[src/loss_supervisor_regs.svh]
// Register map, field layout and timing constants of the command loss supervisor.
// Summary of operation
// - Keypad supervision while run command from keypad.
// - Keypad action 0 does nothing.
// - Keypad action 1 raises keypad-loss warning output.
// - Keypad action 2 coasts, 3 ramps down.
// - Keypad ramp uses protective deceleration time.
// - Keypad supervision also covers jog key running.
// - Speed action 0 passes command straight through.
// - Speed action 1 blocks output, motor coasts.
// - Speed action 2 ramps down over protective time.
// - Speed action 3 holds ten-second input mean.
// - Speed action 4 holds ten-second output mean.
// - Speed action 5 runs at fallback preset.
// - Judgment time 0.1 to 120 s, default 1.0.
// - Criterion 1: below half minimum point.
// - Criterion 2: below minimum point.
// - Network source: no command for judgment time.
`ifndef LOSS_SUPERVISOR_REGS_SVH
`define LOSS_SUPERVISOR_REGS_SVH
`define REG_CTRL        12'h000
`define REG_JUDGE       12'h004
`define REG_PRESET      12'h008
`define REG_MINPT       12'h00C
`define REG_DECEL       12'h010
`define REG_STATUS      12'h014
`define REG_IRQ_STAT    12'h018
`define REG_IRQ_EN      12'h01C
`define REG_IRQ_CLR     12'h020
`define REG_FREQ        12'h024
`define CTRL_KPD_LSB    0
`define CTRL_SPD_LSB    2
`define CTRL_CRIT_LSB   5
`define CTRL_SRC_LSB    7
`define CTRL_CMD_KPD    9
`define CTRL_JOG_KEY    10
`define CTRL_RESET      32'h0000_0226
`define JUDGE_RESET     16'h000A
`define JUDGE_MIN       16'h0001
`define JUDGE_MAX       16'h04B0
`define PRESET_RESET    16'h0000
`define MINPT_RESET     16'h0000
`define DECEL_RESET     16'h0064
`define TICK_100MS      32'd10_000_000
`define AVG_SAMPLES     100
`define AVG_SHIFT       7
`endif

[src/loss_supervisor_pkg.sv]
// Types shared by the command loss supervisor.
package loss_supervisor_pkg;
  typedef enum logic [1:0] {
    KPD_NONE = 2'b00,
    KPD_WARN = 2'b01,
    KPD_COAST = 2'b10,
    KPD_RAMP = 2'b11
  } keypad_loss_action_t;
  typedef enum logic [2:0] {
    SPD_NONE = 3'b000,
    SPD_COAST = 3'b001,
    SPD_RAMP = 3'b010,
    SPD_HOLD_IN = 3'b011,
    SPD_HOLD_OUT = 3'b100,
    SPD_PRESET = 3'b101
  } speed_loss_action_t;
  typedef enum logic [1:0] {
    SRC_ANALOG = 2'b00,
    SRC_OPTION = 2'b01,
    SRC_SERIAL = 2'b10
  } speed_source_t;
  typedef enum logic [1:0] {
    ST_RUN = 2'b00,
    ST_COAST = 2'b01,
    ST_RAMP = 2'b10,
    ST_HOLD = 2'b11
  } drive_state_t;
endpackage : loss_supervisor_pkg

[src/command_loss_supervisor.sv]
// Command loss supervisor with APB register slave and interrupt.
`timescale 1ns/1ns
`include "loss_supervisor_regs.svh"
module command_loss_supervisor #(
  parameter int unsigned TICK_CYCLES = `TICK_100MS,
  parameter int unsigned FW          = 16
) (
  input  wire logic          CLK,
  input  wire logic          RST_B,
  input  wire logic          PSEL,
  input  wire logic          PENABLE,
  input  wire logic          PWRITE,
  input  wire logic [11:0]   PADDR,
  input  wire logic [31:0]   PWDATA,
  output logic      [31:0]   PRDATA,
  output logic               PREADY,
  output logic               PSLVERR,
  input  wire logic          KEYPAD_LINK_OK,
  input  wire logic          RUNNING,
  input  wire logic          JOG_ACTIVE,
  input  wire logic [FW-1:0] ANALOG_IN,
  input  wire logic [FW-1:0] NET_CMD,
  input  wire logic          NET_CMD_VALID,
  input  wire logic [FW-1:0] OUT_FREQ,
  output logic      [FW-1:0] FREQ_CMD,
  output logic               OUTPUT_BLOCK,
  output logic               RAMP_STOP,
  output logic      [15:0]   RAMP_TIME,
  output logic               KEYPAD_LOSS_WARN,
  output logic               SPEED_LOSS_WARN,
  output logic               IRQ
);
  import loss_supervisor_pkg::*;

  logic [31:0]   ctrl_q;
  logic [15:0]   judge_q;
  logic [FW-1:0] preset_q;
  logic [FW-1:0] minpt_q;
  logic [15:0]   decel_q;
  logic [1:0]    irq_stat_q;
  logic [1:0]    irq_en_q;
  logic [1:0]    irq_clr;
  logic [1:0]    kpd_sync_q;
  logic [1:0]    run_sync_q;
  logic [1:0]    jog_sync_q;
  logic [FW-1:0] ain_s1_q;
  logic [FW-1:0] ain_q;
  logic          wr_en;
  logic          rd_en;
  logic          mapped;

  keypad_loss_action_t kpd_act;
  speed_loss_action_t  spd_act;
  speed_source_t       src;
  logic [1:0]          crit;
  assign kpd_act = keypad_loss_action_t'(ctrl_q[`CTRL_KPD_LSB +: 2]);
  assign spd_act = speed_loss_action_t'(ctrl_q[`CTRL_SPD_LSB +: 3]);
  assign crit    = ctrl_q[`CTRL_CRIT_LSB +: 2];
  assign src     = speed_source_t'(ctrl_q[`CTRL_SRC_LSB +: 2]);

  ////////////////////////////////////////////////////////////////////////////
  // Pin synchronisers; keypad link state arrives from another domain.
  always_ff @(posedge CLK or negedge RST_B) begin
    if (!RST_B) begin
      kpd_sync_q <= 2'b11;
      run_sync_q <= 2'b00;
      jog_sync_q <= 2'b00;
      ain_s1_q   <= '0;
      ain_q      <= '0;
    end else begin
      kpd_sync_q <= {kpd_sync_q[0], KEYPAD_LINK_OK};
      run_sync_q <= {run_sync_q[0], RUNNING};
      jog_sync_q <= {jog_sync_q[0], JOG_ACTIVE};
      ain_s1_q   <= ANALOG_IN;
      ain_q      <= ain_s1_q;
    end
  end

  ////////////////////////////////////////////////////////////////////////////
  // APB slave: zero wait states, error on unmapped address.
  assign wr_en = PSEL && PENABLE && PWRITE;
  assign rd_en = PSEL && PENABLE && !PWRITE;
  always_comb begin
    unique case (PADDR)
      `REG_CTRL, `REG_JUDGE, `REG_PRESET, `REG_MINPT, `REG_DECEL,
      `REG_STATUS, `REG_IRQ_STAT, `REG_IRQ_EN, `REG_IRQ_CLR,
      `REG_FREQ: mapped = 1'b1;
      default: mapped = 1'b0;
    endcase
  end
  assign irq_clr = (wr_en && PADDR == `REG_IRQ_CLR) ? PWDATA[1:0] : 2'b00;

  always_ff @(posedge CLK or negedge RST_B) begin
    if (!RST_B) begin
      ctrl_q   <= `CTRL_RESET;
      judge_q  <= `JUDGE_RESET;
      preset_q <= FW'(`PRESET_RESET);
      minpt_q  <= FW'(`MINPT_RESET);
      decel_q  <= `DECEL_RESET;
      irq_en_q <= 2'b00;
    end else if (wr_en) begin
      unique case (PADDR)
        `REG_CTRL: ctrl_q <= {21'h0, PWDATA[10:0]};
        `REG_JUDGE: begin
          // Out-of-range judgment times are clamped into 0.1 to 120 s.
          if (PWDATA[15:0] < `JUDGE_MIN) judge_q <= `JUDGE_MIN;
          else if (PWDATA[15:0] > `JUDGE_MAX) judge_q <= `JUDGE_MAX;
          else judge_q <= PWDATA[15:0];
        end
        `REG_PRESET: preset_q <= PWDATA[FW-1:0];
        `REG_MINPT: minpt_q <= PWDATA[FW-1:0];
        `REG_DECEL: decel_q <= PWDATA[15:0];
        `REG_IRQ_EN: irq_en_q <= PWDATA[1:0];
        default: ;
      endcase
    end
  end

  ////////////////////////////////////////////////////////////////////////////
  // 100 ms tick divider.
  logic [31:0] div_q;
  logic        tick;
  assign tick = (div_q == TICK_CYCLES - 1);
  always_ff @(posedge CLK or negedge RST_B) begin
    if (!RST_B) div_q <= '0;
    else if (tick) div_q <= '0;
    else div_q <= div_q + 32'd1;
  end

  ////////////////////////////////////////////////////////////////////////////
  // Speed loss detection.
  logic          spd_bad;
  logic [15:0]   spd_cnt_q;
  logic          spd_lost_q;
  logic [FW-1:0] net_last_q;
  always_comb begin
    if (src == SRC_ANALOG) begin
      if (crit == 2'd1) spd_bad = ain_q < (minpt_q >> 1);
      else if (crit == 2'd2) spd_bad = ain_q < minpt_q;
      else spd_bad = 1'b0;
    end else begin
      spd_bad = !NET_CMD_VALID;
    end
  end
  always_ff @(posedge CLK or negedge RST_B) begin
    if (!RST_B) begin
      spd_cnt_q  <= '0;
      spd_lost_q <= 1'b0;
    end else if (!spd_bad) begin
      // A valid command at any time restarts the judgment count.
      spd_cnt_q  <= '0;
      spd_lost_q <= 1'b0;
    end else if (tick && !spd_lost_q) begin
      spd_cnt_q <= spd_cnt_q + 16'd1;
      if (spd_cnt_q + 16'd1 >= judge_q) spd_lost_q <= 1'b1;
    end
  end
  always_ff @(posedge CLK or negedge RST_B) begin
    if (!RST_B) net_last_q <= '0;
    else if (NET_CMD_VALID) net_last_q <= NET_CMD;
  end

  ////////////////////////////////////////////////////////////////////////////
  // Ten-second block means of input and output, one sample per tick while the command is good.
  logic [FW-1:0] cmd_in;
  logic [FW+6:0] sum_in_q;
  logic [FW+6:0] sum_out_q;
  logic [6:0]    nsamp_q;
  logic [FW-1:0] mean_in_q;
  logic [FW-1:0] mean_out_q;
  assign cmd_in = (src == SRC_ANALOG) ? ain_q : net_last_q;
  // A block mean over each 10 s window trades accuracy for no sample memory.
  always_ff @(posedge CLK or negedge RST_B) begin
    if (!RST_B) begin
      sum_in_q   <= '0;
      sum_out_q  <= '0;
      nsamp_q    <= '0;
      mean_in_q  <= '0;
      mean_out_q <= '0;
    end else if (tick && !spd_bad) begin
      if (nsamp_q == 7'(`AVG_SAMPLES - 1)) begin
        mean_in_q  <= FW'((sum_in_q + (FW+7)'(cmd_in)) / `AVG_SAMPLES);
        mean_out_q <= FW'((sum_out_q + (FW+7)'(OUT_FREQ)) / `AVG_SAMPLES);
        sum_in_q   <= '0;
        sum_out_q  <= '0;
        nsamp_q    <= '0;
      end else begin
        sum_in_q  <= sum_in_q + (FW+7)'(cmd_in);
        sum_out_q <= sum_out_q + (FW+7)'(OUT_FREQ);
        nsamp_q   <= nsamp_q + 7'd1;
      end
    end
  end

  ////////////////////////////////////////////////////////////////////////////
  // Keypad loss: judged only while running under keypad or jog key.
  logic kpd_lost;
  assign kpd_lost = !kpd_sync_q[1] && run_sync_q[1]
                    && (ctrl_q[`CTRL_CMD_KPD]
                        || (jog_sync_q[1] && ctrl_q[`CTRL_JOG_KEY]));

  ////////////////////////////////////////////////////////////////////////////
  // Action resolution; coast dominates ramp which dominates hold.
  drive_state_t  state_d;
  logic [FW-1:0] freq_d;
  always_comb begin
    state_d = ST_RUN;
    freq_d  = cmd_in;
    if (spd_lost_q) begin
      unique case (spd_act)
        SPD_COAST: state_d = ST_COAST;
        SPD_RAMP: state_d = ST_RAMP;
        SPD_HOLD_IN: freq_d = mean_in_q;
        SPD_HOLD_OUT: freq_d = mean_out_q;
        SPD_PRESET: freq_d = preset_q;
        default: ;
      endcase
    end
    if (kpd_lost) begin
      unique case (kpd_act)
        KPD_COAST: state_d = ST_COAST;
        KPD_RAMP: if (state_d != ST_COAST) state_d = ST_RAMP;
        default: ;
      endcase
    end
  end

  always_ff @(posedge CLK or negedge RST_B) begin
    if (!RST_B) begin
      FREQ_CMD         <= '0;
      OUTPUT_BLOCK     <= 1'b0;
      RAMP_STOP        <= 1'b0;
      RAMP_TIME        <= `DECEL_RESET;
      KEYPAD_LOSS_WARN <= 1'b0;
      SPEED_LOSS_WARN  <= 1'b0;
    end else begin
      FREQ_CMD         <= freq_d;
      OUTPUT_BLOCK     <= state_d == ST_COAST;
      RAMP_STOP        <= state_d == ST_RAMP;
      RAMP_TIME        <= decel_q;
      KEYPAD_LOSS_WARN <= kpd_lost && kpd_act == KPD_WARN;
      SPEED_LOSS_WARN  <= spd_lost_q;
    end
  end

  ////////////////////////////////////////////////////////////////////////////
  // Sticky events; a new event in the clearing cycle survives the clear.
  logic [1:0] ev;
  assign ev = {spd_lost_q, kpd_lost && kpd_act != KPD_NONE};
  always_ff @(posedge CLK or negedge RST_B) begin
    if (!RST_B) irq_stat_q <= 2'b00;
    else irq_stat_q <= (irq_stat_q & ~irq_clr) | ev;
  end
  always_ff @(posedge CLK or negedge RST_B) begin
    if (!RST_B) IRQ <= 1'b0;
    else IRQ <= |(irq_stat_q & irq_en_q);
  end

  always_ff @(posedge CLK or negedge RST_B) begin
    if (!RST_B) begin
      PRDATA  <= '0;
      PREADY  <= 1'b0;
      PSLVERR <= 1'b0;
    end else begin
      PREADY  <= PSEL && !PENABLE;
      PSLVERR <= PSEL && !PENABLE && !mapped;
      PRDATA  <= '0;
      if (PSEL && !PENABLE && !PWRITE) begin
        unique case (PADDR)
          `REG_CTRL: PRDATA <= ctrl_q;
          `REG_JUDGE: PRDATA <= {16'h0, judge_q};
          `REG_PRESET: PRDATA <= 32'(preset_q);
          `REG_MINPT: PRDATA <= 32'(minpt_q);
          `REG_DECEL: PRDATA <= {16'h0, decel_q};
          `REG_STATUS: PRDATA <= {28'h0, state_d, spd_lost_q, kpd_lost};
          `REG_IRQ_STAT: PRDATA <= {30'h0, irq_stat_q};
          `REG_IRQ_EN: PRDATA <= {30'h0, irq_en_q};
          `REG_FREQ: PRDATA <= 32'(freq_d);
          default: PRDATA <= '0;
        endcase
      end
    end
  end
  logic unused_rd;
  assign unused_rd = rd_en;
endmodule : command_loss_supervisor

[config.mk]
export PLATFORM = sky130hd
export DESIGN_NAME = command_loss_supervisor
export DESIGN_NICKNAME = d
export VERILOG_FILES = /design/src/loss_supervisor_pkg.sv /design/src/command_loss_supervisor.sv
export VERILOG_INCLUDE_DIRS = /design/src
export SDC_FILE = /design/constraint.sdc
export NUM_CORES = 1
export LEC_CHECK = 0
export BUFFER_PORTS_ARGS = -buffer_cell sky130_fd_sc_hd__buf_4
export CORE_MARGIN = 5
export CORE_UTILIZATION = 45
export CTS_CLUSTER_DIAMETER = 150
export CTS_CLUSTER_SIZE = 14
export DETAILED_ROUTE_END_ITERATION = 6
export PLACE_DENSITY = 0.7
export SETUP_SLACK_MARGIN = 0.05
export SLEW_MARGIN = 5
export SYNTH_ARGS = -nofsm -noshare
export SYNTH_HDL_FRONTEND = slang
export SYNTH_SLANG_ARGS = --single-unit
[constraint.sdc]
create_clock -name CLK -period 35.9 [get_ports CLK]
set_input_delay 1.795 -clock CLK [delete_from_list [all_inputs] [get_ports CLK]]
set_output_delay 1.795 -clock CLK [all_outputs]
set_load 0.005 [all_outputs]
==> flow_summary_export.csv, run 1 <==
group,metric,value,unit
status,status,"finished, final reports clean",
yosys,syn_area_per_cell,8.726,µm²
power,power,0.001133,W
power,p_leak,11.23,nW
setup_path,endpoint_kind,"flip-flop",
timing,finClkSkew,48.04,ps
detailed_routing,drc,0,
run,cap_violations,0,
yosys,synthFlopType,"dfrtp_1",
worst_hold_path,whs_endpoint,"kpd_sync_q[1]",
clock_tree,cts_setup_buffers,0,
detailed_routing,drt-pass1-iter-count,6,
floorplan,ios,172,
clock_tree,clk_pin_slew,80,ps
finish,multiInputGateArea,0.01525,mm²
finish,fillers,5007,
finish,largestRegisters,"div_q (32), sum_in_q (23), sum_out_q (23)",
worst_hold_path,holdPathStages,0,
floorplan,die_x,241.8,µm
power,powerDensity,42.95,mW/mm²
clock_tree,cts_resized,0,
clock_tree,cts_tree,"done",
setup_path,crit_slowest_cell,"nor3_1",
power,peakVddDrop,0.03139,mV
global_route,grt_util_all_layers,23.17,%
clock_tree,cts_buffers,26,
detailed_routing,routedWlPerCell,20.24,µm
clock_tree,clkSinkCount,322,
finish,fin_cells,3533,
place,place_ws,20080,ps
timing,final.setup.worst_slack,20020,ps
floorplan,core-area,0.05350,mm²
clock_tree,clockBufferDepth,3,
power,comb_power_share,43.3,%
yosys,synthDistinctLibCells,127,
detailed_routing,finalWirelength,71490,µm
timing,rsz0062_at_grt,"no",
yosys,ys_ff_latch,322,
global_route,grt_pass1_vias,21210,
setup_path,crit_fanout,16,
setup_path,r2r-start,"ctrl_q[7]",
clock_tree,h-tree-depth,1,
yosys,ys.warnings.count,0,
detailed_routing,drtAntennaViolNets,0,
timing,hold_viol,0,
finish,seqCellArea,0.008075,mm²
timing,period_needed,15880,ps
floorplan,die_y,241.8,µm
place,dp_hpwl,54070,µm
power,swShare,38.95,%
timing,min_period_over_period,44.24,%
finish,largest_reg_flops,32,
worst_hold_path,hold_class,"flip-flop to flip-flop",
worst_hold_path,hold_start,"kpd_sync_q[0]",
power,switchingPower,0.0004411,W
setup_path,start_kind,"flip-flop",
timing,fin_hold_ws,344.5,ps
finish,regMostFlops,"div_q",
setup_path,cpLargestDelayFamily,"compound AO/OA/AOI/OAI gates",
setup_path,max_stage_delay,780,ps
detailed_routing,drtIter0Drc,2206,
finish,area_growth,9.045,%
yosys,syn-cell-area,0.02418,mm²
finish,antenna_cells,0,
power,intPower,0.0006914,W
clock_tree,clockRootBuffer,"clkbuf_16",
floorplan,rows,85,
place,portBuffers,139,
yosys,ys_seq_area_share,33.40,%
setup_path,r2r_cells,46,
finish,drive_gt1_share,14.52,%
place,place.gp.congestion,0.9167,
place,dp_cells,3487,
global_route,antenna_found_initial,0,
timing,slew_violations,0,
power,p_seq_share,32.8,%
setup_path,r2r-end,"mean_in_q[0]",
global_route,grt-ovfl-total,0,
setup_path,rrSetupSlack,20020,ps
global_route,grt_max_degree,171,
timing,clock.fmax,0.06296,GHz
global_route,grt_pass1_wl,114800,µm
power,clockPowerShare,23.9,%
detailed_routing,vias_per_cell,6.322,
setup_path,cp.arrival,16370,ps
timing,setup_viol,0,
timing,worst_slew_pin_slew,1239,ps
yosys,async_reset_ff_share,100.0,%
setup_path,path_buf_inv,1,
floorplan,dieArea,0.05847,mm²
detailed_routing,num_vias,22340,
clock_tree,ctsHoldBuffers,0,
setup_path,critPathRequiredTime,36390,ps
yosys,syn_inst,2771,
finish,fin_nets,3002,
setup_path,crit_type,"flip-flop to flip-flop",
floorplan,start_util,45.20,%
clock_tree,clk_latency,590,ps
timing,tns,0,ps
yosys,synth_edf_count,0,
timing,maxSlewHeadroom,17.07,%
## worst max-delay path by stage
stage / cells past startpoint / slack, ps / end / from
6_report: 46 / 20020 / mean_in_q[0] / ctrl_q[7]
5_1_grt: 46 / 18810 / mean_in_q[0] / ctrl_q[7]
2_1_floorplan: 49 / 22630 / mean_out_q[0] / OUT_FREQ[15]
3_3_place_gp: 44 / 20220 / mean_out_q[0] / OUT_FREQ[13]
3_5_place_dp: 44 / 20080 / mean_out_q[0] / OUT_FREQ[13]
4_1_cts: 46 / 20310 / mean_in_q[0] / ctrl_q[7]
## routing by layer
metal	share of wire, %	up-vias	GRT usage, %
li1	-	10490	-
met1	44	10840	32.20
met2	46	878	38.17
met3	6.3	131	2.849
met4	3.1	0	6.949
met5	0	-	0
## kinds of logic (layout without fill, tap and decap cells)
group | count (synthesis) | count (layout) | synth area share (%)
buf+inv | 214 | 265 | 3.886
other cells | 1 | 16 | 0.01551
mux | 136 | 136 | 6.214
fa+ha+maj | 95 | 95 | 4.848
compound gates | 882 | 882 | 26.44
flops | 322 | 322 | 33.40
simple gates | 974 | 974 | 19.82
xor+xnor | 147 | 147 | 5.387
## cell usage in the layout (no fill, tap or decap), types with 17 or more instances in the layout
cell type / synthesis / routed
nor2_1: 220 / 220
o21ai_0: 150 / 150
o21ai_1: 17 / 17
clkbuf_16: 0 / 26
o21a_1: 26 / 26
o211ai_1: 38 / 38
dfrtp_1: 308 / 308
a31oi_1: 53 / 53
buf_4: 26 / 155
nor2b_1: 28 / 28
xor2_1: 65 / 65
ha_1: 80 / 80
a21o_1: 32 / 32
nor3_1: 61 / 59
clkbuf_1: 96 / 19
a22o_1: 27 / 27
nand2_1: 312 / 311
a21oi_1: 163 / 163
and2_1: 35 / 35
o31ai_1: 57 / 57
and3_1: 36 / 36
a22oi_1: 17 / 17
o22ai_1: 19 / 19
nand4_1: 41 / 41
mux2i_1: 28 / 28
or3_1: 18 / 18
mux2_2: 105 / 105
inv_1: 62 / 62
a221oi_1: 27 / 27
nor4_1: 23 / 22
xnor2_1: 80 / 80
nand2b_1: 32 / 32
nand3_1: 79 / 79
a211oi_1: 27 / 27
## metrics by stage
stage / utilization, % / instance area [µm²]
finish: 49.29 / 26370
global route: 49.29 / 26370
CTS: 49.29 / 26370
detailed placement: 47.91 / 25630
global placement: 47.91 / 25630
floorplan: - / 24240
## synthesized netlist by cell type, drive strengths merged, types with 30 or more instances
cell type  count  share of area (%)
a221oi        30                1.2
o31ai         59                1.9
a31oi         53                1.4
and2          36               0.93
ha            80                4.1
nand4         42                1.1
xnor2         82                3.0
o21ai        168                3.5
nor2         221                3.4
a21oi        169                3.7
o211ai        41                1.3
dfrtp        308                 32
a211oi        34                1.3
inv           62               0.96
nor3          65                1.4
nand2        313                4.9
nand2b        32               0.83
and3          37               0.98
xor2          65                2.4
clkbuf        99                1.6
nand3         80                1.7
mux2         107                5.0
buf           53                1.4
a21o          33                1.0
## area by class of cell
class | count | area share, %
inverters | 62 | 0.8826
well taps | 696 | 3.303
clock buffers | 45 | 2.738
clock inverters | 1 | 0.06169
multi-input cells | 2250 | 57.84
repair buffers | 157 | 4.546
flip-flops and latches | 322 | 30.63
## power by group through the flow
stage | registers [W] | logic [W] | clock network, W
6_report | 0.000371 | 0.000490 | 0.000271
5_1_grt | 0.000371 | 0.000534 | 0.000290
4_1_cts | 0.000371 | 0.000479 | 0.000278
3_5_place_dp | 0.000378 | 0.000477 | 0
3_3_place_gp | 0.000378 | 0.000462 | 0
2_1_floorplan | 0.000377 | 0.000381 | 0
Power figures use the tool's default switching activity.
==> run 2, diff against run 1 <==
--- a/config.mk
+++ b/config.mk
@@ -6,13 +6,14 @@
 export SDC_FILE = /design/constraint.sdc
 export NUM_CORES = 1
 export LEC_CHECK = 0
+export ABC_AREA = 1
 export BUFFER_PORTS_ARGS = -buffer_cell sky130_fd_sc_hd__buf_4
 export CORE_MARGIN = 5
 export CORE_UTILIZATION = 45
 export CTS_CLUSTER_DIAMETER = 150
 export CTS_CLUSTER_SIZE = 14
 export DETAILED_ROUTE_END_ITERATION = 6
-export PLACE_DENSITY = 0.7
+export PLACE_DENSITY = 0.73
 export SETUP_SLACK_MARGIN = 0.05
 export SLEW_MARGIN = 5
 export SYNTH_ARGS = -nofsm -noshare
==> constraint.sdc (replaced) <==
create_clock -name CLK -period 14 [get_ports CLK]
set_input_delay 0.7 -clock CLK [delete_from_list [all_inputs] [get_ports CLK]]
set_output_delay 0.7 -clock CLK [all_outputs]
set_load 0.005 [all_outputs]
==> flow_summary_export.csv, run 2 <==
group,metric,value,unit
yosys,ys_top_cells_by_area,"dfrtp_1 33%, nand2_1 12%, inv_1 6.9%, o21ai_0 4.8%, nand2_2 4.6%",
setup_path,crit_type,"flip-flop to flip-flop",
yosys,syn-cell-area,0.02348,mm²
yosys,ys_ff_latch,322,
global_route,use_met1,29.52,%
yosys,ys_seq_area_share,34.40,%
floorplan,die_x,238.4,µm
yosys,syn_area_per_cell,7.465,µm²
finish,antenna_cells,0,
finish,fin_nets,3451,
global_route,antenna_found_initial,0,
floorplan,start_util,45.58,%
finish,regMostFlops,"div_q",
global_route,grt_util_all_layers,21.00,%
yosys,ys.warnings.count,0,
setup_path,cp.arrival,10900,ps
status,status,"finished, final reports clean",
clock_tree,cts_resized,0,
global_route,busiest_layer,"met2",
floorplan,rows,83,
yosys,synthFlopType,"dfrtp_1",
detailed_routing,drtAntennaViolNets,0,
yosys,synth_area_leader_cell,"dfrtp_1",
detailed_routing,vias_per_cell,5.238,
yosys,synthDistinctLibCells,71,
finish,mostFrequentLayoutCells,"734 x nand2_1, 432 x inv_1, 308 x dfrtp_1, 226 x o21ai_0, 187 x nand3_1",
yosys,yosysMostFrequentCell,"nand2_1",
timing,setup_viol,0,
setup_path,endpoint_kind,"flip-flop",
setup_path,path_buf_inv,1,
floorplan,dieArea,0.05684,mm²
setup_path,max_stage_delay,900,ps
detailed_routing,finalWirelength,60950,µm
clock_tree,ctsHoldBuffers,0,
detailed_routing,drtIter0Drc,1584,
global_route,grt_pass1_wl,99590,µm
place,portBuffers,139,
global_route,grt_pass1_vias,19440,
global_route,grt-ovfl-total,0,
detailed_routing,num_vias,20740,
run,cap_violations,0,
clock_tree,clkSinkCount,322,
clock_tree,clockRootBuffer,"clkbuf_16",
power,p_leak,13.19,nW
timing,tns,0,ps
finish,seqCellArea,0.008075,mm²
floorplan,die_y,238.4,µm
finish,multiInputGateArea,0.01322,mm²
timing,finClkSkew,19.91,ps
timing,slew_violations,0,
worst_hold_path,hold_class,"primary input to asynchronous set/reset pin",
finish,mostFrequentLayoutCell,"nand2_1",
setup_path,crit_slowest_cell,"o21ai_0",
timing,worst_slew_pin_slew,1108,ps
timing,min_period_over_period,74.49,%
timing,rsz0062_at_grt,"no",
power,peakVddDrop,0.6179,mV
setup_path,cpLargestDelayFamily,"simple AND/OR/NAND/NOR gates",
finish,fillers,5070,
finish,fin_util,50.26,%
finish,drive_gt1_share,20.19,%
clock_tree,clk_latency,580,ps
detailed_routing,routedWlPerCell,15.40,µm
place,place.gp.congestion,0.9329,
power,powerDensity,255.7,mW/mm²
yosys,synth_top_area_share,32.83,%
global_route,grt_max_degree,120,
place,dp_hpwl,47230,µm
timing,fin_hold_ws,174.7,ps
yosys,synth_common_cells,"734 x nand2_1, 432 x inv_1, 308 x dfrtp_1",
floorplan,core-area,0.05151,mm²
global_route,use_met3,2.554,%
setup_path,critPathRequiredTime,14470,ps
finish,largest_reg_flops,32,
clock_tree,clk_pin_slew,70,ps
timing,maxSlewHeadroom,25.37,%
clock_tree,cts_tree,"done",
clock_tree,cts_buffers,26,
global_route,met2_usage,33.86,%
clock_tree,cts_setup_buffers,0,
yosys,syn_inst,3145,
place,place_area,0.02518,mm²
finish,largestRegisters,"div_q (32), sum_in_q (23), sum_out_q (23)",
finish,fin_area,0.02589,mm²
detailed_routing,drc,0,
setup_path,crit_fanout,34,
setup_path,start_kind,"flip-flop",
clock_tree,h-tree-depth,1,
timing,hold_viol,0,
yosys,async_reset_ff_share,100.0,%
clock_tree,clockBufferDepth,3,
finish,area_growth,10.27,%
timing,period_needed,10430,ps
timing,clock.fmax,0.09589,GHz
floorplan,ios,172,
setup_path,rrSetupSlack,3570,ps
setup_path,worst_path_most_repeated_cell,"nand2_4",
yosys,synth_edf_count,0,
detailed_routing,drt-pass1-iter-count,7,
run 2: stage by stage:
| step | total power, W | setup slack, ps | cells |
|---|---|---|---|
| 2_1_floorplan | 0.005240 | 5231 | 3160 |
| 3_3_place_gp | 0.005872 | 3746 | 3920 |
| 3_5_place_dp | 0.005942 | 3625 | 3920 |
| 4_1_cts | 0.006644 | 3599 | 3959 |
| 5_1_grt | 0.007341 | 2601 | 3959 |
| 6_report | 0.006620 | 3572 | 3959 |
run 2: kinds of logic after synthesis:
family,Yosys count,share of synthesized area (%)
simple gates,1611,36.45
buf+inv,572,9.556
compound gates,483,12.24
flops,322,34.40
fa+ha+maj,82,4.434
xor+xnor,63,2.382
mux,11,0.5276
other cells,1,0.01597
run 2: worst paths after layout:
kind	endpoint	start	cells after the start
min in group CLK	ain_s1_q[4]	ANALOG_IN[4]	1
worst min register to register	ain_q[10]	ain_s1_q[10]	0
max in group asynchronous	net_last_q[0]	RST_B	2
worst max-delay path	mean_in_q[0]	ctrl_q[8]	74
worst max register to register	mean_in_q[0]	ctrl_q[8]	74
worst min-delay path	jog_sync_q[0]	RST_B	1
run 2: power breakdown:
group	switching [W]	internal [W]	total (W)
Combinational	0.00330	0.00168	0.00498
Sequential	0.00000681	0.000943	0.000950
Clock	0.000347	0.000341	0.000689
Total	0.00365	0.00297	0.00662
run 2: final cells by class:
cell class	count	share of cell area, %
clock buffer	38	2.687
clock inverter	1	0.06283
inverter	502	7.337
multi-input combinational	2266	51.06
sequential	322	31.19
tap	680	3.286
timing repair buffer	150	4.379
run 2: layer usage:
metal	routed length, µm	up-vias
li1	-	10430
met5	0	-
met1	27340	9620
met4	2312	0
met3	3801	113
met2	27490	580
==> run 3, diff against run 2 <==
--- a/config.mk
+++ b/config.mk
@@ -13,7 +13,7 @@
 export CTS_CLUSTER_DIAMETER = 150
 export CTS_CLUSTER_SIZE = 14
 export DETAILED_ROUTE_END_ITERATION = 6
-export PLACE_DENSITY = 0.73
+export PLACE_DENSITY = 0.7
 export SETUP_SLACK_MARGIN = 0.05
 export SLEW_MARGIN = 5
 export SYNTH_ARGS = -nofsm -noshare
==> constraint.sdc (replaced) <==
create_clock -name CLK -period 10.3 [get_ports CLK]
set_input_delay 0.515 -clock CLK [delete_from_list [all_inputs] [get_ports CLK]]
set_output_delay 0.515 -clock CLK [all_outputs]
set_load 0.005 [all_outputs]
==> flow_summary_export.csv, run 3 (same netlist as run 2, synthesis figures left out) <==
group,metric,value,unit
timing,rsz0062_at_grt,"yes",
floorplan,rows,83,
power,intPower,0.004273,W
power,p_leak,13.38,nW
place,portBuffers,139,
detailed_routing,vias_per_cell,5.232,
power,switchingPower,0.005262,W
floorplan,die_x,238.4,µm
detailed_routing,finalWirelength,62190,µm
global_route,grt-ovfl-total,0,
detailed_routing,drtIter0Drc,1548,
clock_tree,cts_buffers,26,
timing,fin_hold_ws,-2.239,ps
place,place_area,0.02520,mm²
setup_path,crit_slowest_cell,"dfrtp_1",
global_route,use_met1,29.25,%
setup_path,worst_path_most_repeated_cell,"nand2_4",
global_route,grt_pass1_wl,100200,µm
setup_path,crit_type,"flip-flop to flip-flop",
floorplan,core-area,0.05151,mm²
finish,fin_util,51.43,%
clock_tree,clk_latency,580,ps
power,comb_power_share,76.7,%
finish,area_growth,12.84,%
power,peakVddDrop,0.7788,mV
floorplan,start_util,45.58,%
detailed_routing,routedWlPerCell,15.62,µm
timing,worst_slew_pin_slew,1152,ps
finish,fin_area,0.02649,mm²
finish,mostFrequentLayoutCells,"729 x nand2_1, 430 x inv_1, 308 x dfrtp_1, 208 x o21ai_0, 183 x nand3_1",
timing,setup_viol,0,
worst_hold_path,hold_class,"primary input to asynchronous set/reset pin",
floorplan,die_y,238.4,µm
timing,slew_violations,0,
status,status,"complete, but fails checks",
detailed_routing,num_vias,20830,
setup_path,crit_fanout,18,
detailed_routing,drt-pass1-iter-count,7,
detailed_routing,drtAntennaViolNets,0,
finish,largest_reg_flops,32,
timing,period_needed,9473,ps
setup_path,start_kind,"flip-flop",
clock_tree,cts_tree,"done",
timing,hold_viol,1,
status,violations,"negative hold slack",
finish,fin_nets,3474,
clock_tree,h-tree-depth,1,
place,place.gp.congestion,0.9304,
floorplan,ios,172,
setup_path,cp.arrival,9940,ps
setup_path,critPathRequiredTime,10770,ps
global_route,busiest_layer,"met2",
finish,mostFrequentLayoutCell,"nand2_1",
floorplan,dieArea,0.05684,mm²
clock_tree,clkSinkCount,322,
setup_path,endpoint_kind,"flip-flop",
timing,maxSlewHeadroom,22.89,%
setup_path,cpLargestDelayFamily,"simple AND/OR/NAND/NOR gates",
timing,finClkSkew,15.02,ps
power,clockPowerShare,9.8,%
power,swShare,55.19,%
clock_tree,clockBufferDepth,3,
global_route,use_met3,2.693,%
global_route,grt_max_degree,116,
setup_path,path_buf_inv,5,
power,power,0.009535,W
power,p_seq_share,13.5,%
finish,regMostFlops,"div_q",
clock_tree,clockRootBuffer,"clkbuf_16",
run,cap_violations,0,
global_route,antenna_found_initial,0,
power,powerDensity,359.9,mW/mm²
global_route,met2_usage,34.92,%
setup_path,max_stage_delay,430,ps
finish,fillers,4965,
clock_tree,clk_pin_slew,70,ps
finish,antenna_cells,0,
global_route,grt_pass1_vias,19460,
global_route,grt_util_all_layers,21.17,%
timing,clock.fmax,0.1056,GHz
finish,drive_gt1_share,22.05,%
detailed_routing,drc,0,
place,dp_hpwl,48040,µm
finish,largestRegisters,"div_q (32), sum_in_q (23), sum_out_q (23)",
timing,min_period_over_period,91.97,%
[run 3: cell types whose count changed in the layout (fill, tap and decap cells not counted), moves of 8 or more]
cell,delta
nand4_2,-8
buf_4,+19
nand4_4,+8
o21ai_0,-18
o21ai_2,+15
nand2_4,+9
[run 3: worst reg2reg max path: cells and delay by family (launching register included)]
family                     cells  cell delay (ps)
adders and majority gates      1              330
AOI/OAI and AO/OA              2              270
buffers and inverters          5              470
and+or+nand+nor               79             7880
DFF                            1              430
[run 3: worst paths after layout]
check / start / end / slack [ps] / depth (start not counted)
worst max-delay path: ctrl_q[8] / mean_in_q[0] / 830 / 87
worst min-delay path: RST_B / KEYPAD_LOSS_WARN / -2 / 1
worst max register to register: ctrl_q[8] / mean_in_q[0] / 830 / 87
worst min register to register: run_sync_q[0] / run_sync_q[1] / 340 / 0
max in group asynchronous: RST_B / sum_out_q[13] / 8760 / 2
min in group CLK: ANALOG_IN[4] / ain_s1_q[4] / 50 / 1
[run 3: power groups by stage]
stage          sequential (W)  clock [W]  combinational [W]
6_report              0.00129   0.000933            0.00731
5_1_grt               0.00129   0.000999            0.00827
3_5_place_dp          0.00132          0            0.00681
4_1_cts               0.00129   0.000955            0.00683
2_1_floorplan         0.00131          0            0.00581
3_3_place_gp          0.00131          0            0.00670
[run 3: final cells by class]
| class | count | area [µm²] | area share (%) |
|---|---|---|---|
| Tap cell | 680 | 850.8 | 3.212 |
| Clock inverter | 1 | 16.27 | 0.06140 |
| Sequential cell | 322 | 8075 | 30.48 |
| Multi-Input combinational cell | 2266 | 13600 | 51.33 |
| Inverter | 502 | 1899 | 7.169 |
| Timing Repair Buffer | 173 | 1356 | 5.120 |
| Clock buffer | 38 | 695.7 | 2.626 |
[run 3: layer usage]
metal,wire length (µm),vias up
met3,3323,121
met4,2120,0
met5,0,-
met1,27980,9723
met2,28770,494
li1,-,10490
[run 3: timing repair]
item                                    in CTS  in global routing
hold buffers                                 0                  0
endpoints found under the setup margin       0                  5
resized for setup                            0                 98
setup buffers                                0                 19
[run 3: through the flow]
stage / setup TNS, ps / setup WS, ps / hold WS (ps) / std cells
after global placement: 0 / 448.3 / 332.7 / 3923
after detailed placement: 0 / 290.1 / 334.7 / 3923
after CTS: 0 / 274.6 / 16.06 / 3962
final: 0 / 826.7 / -2.239 / 3982
after global routing: -40.91 / -40.91 / 27.17 / 3982
after floorplan: 0 / 1531 / 219.4 / 3160
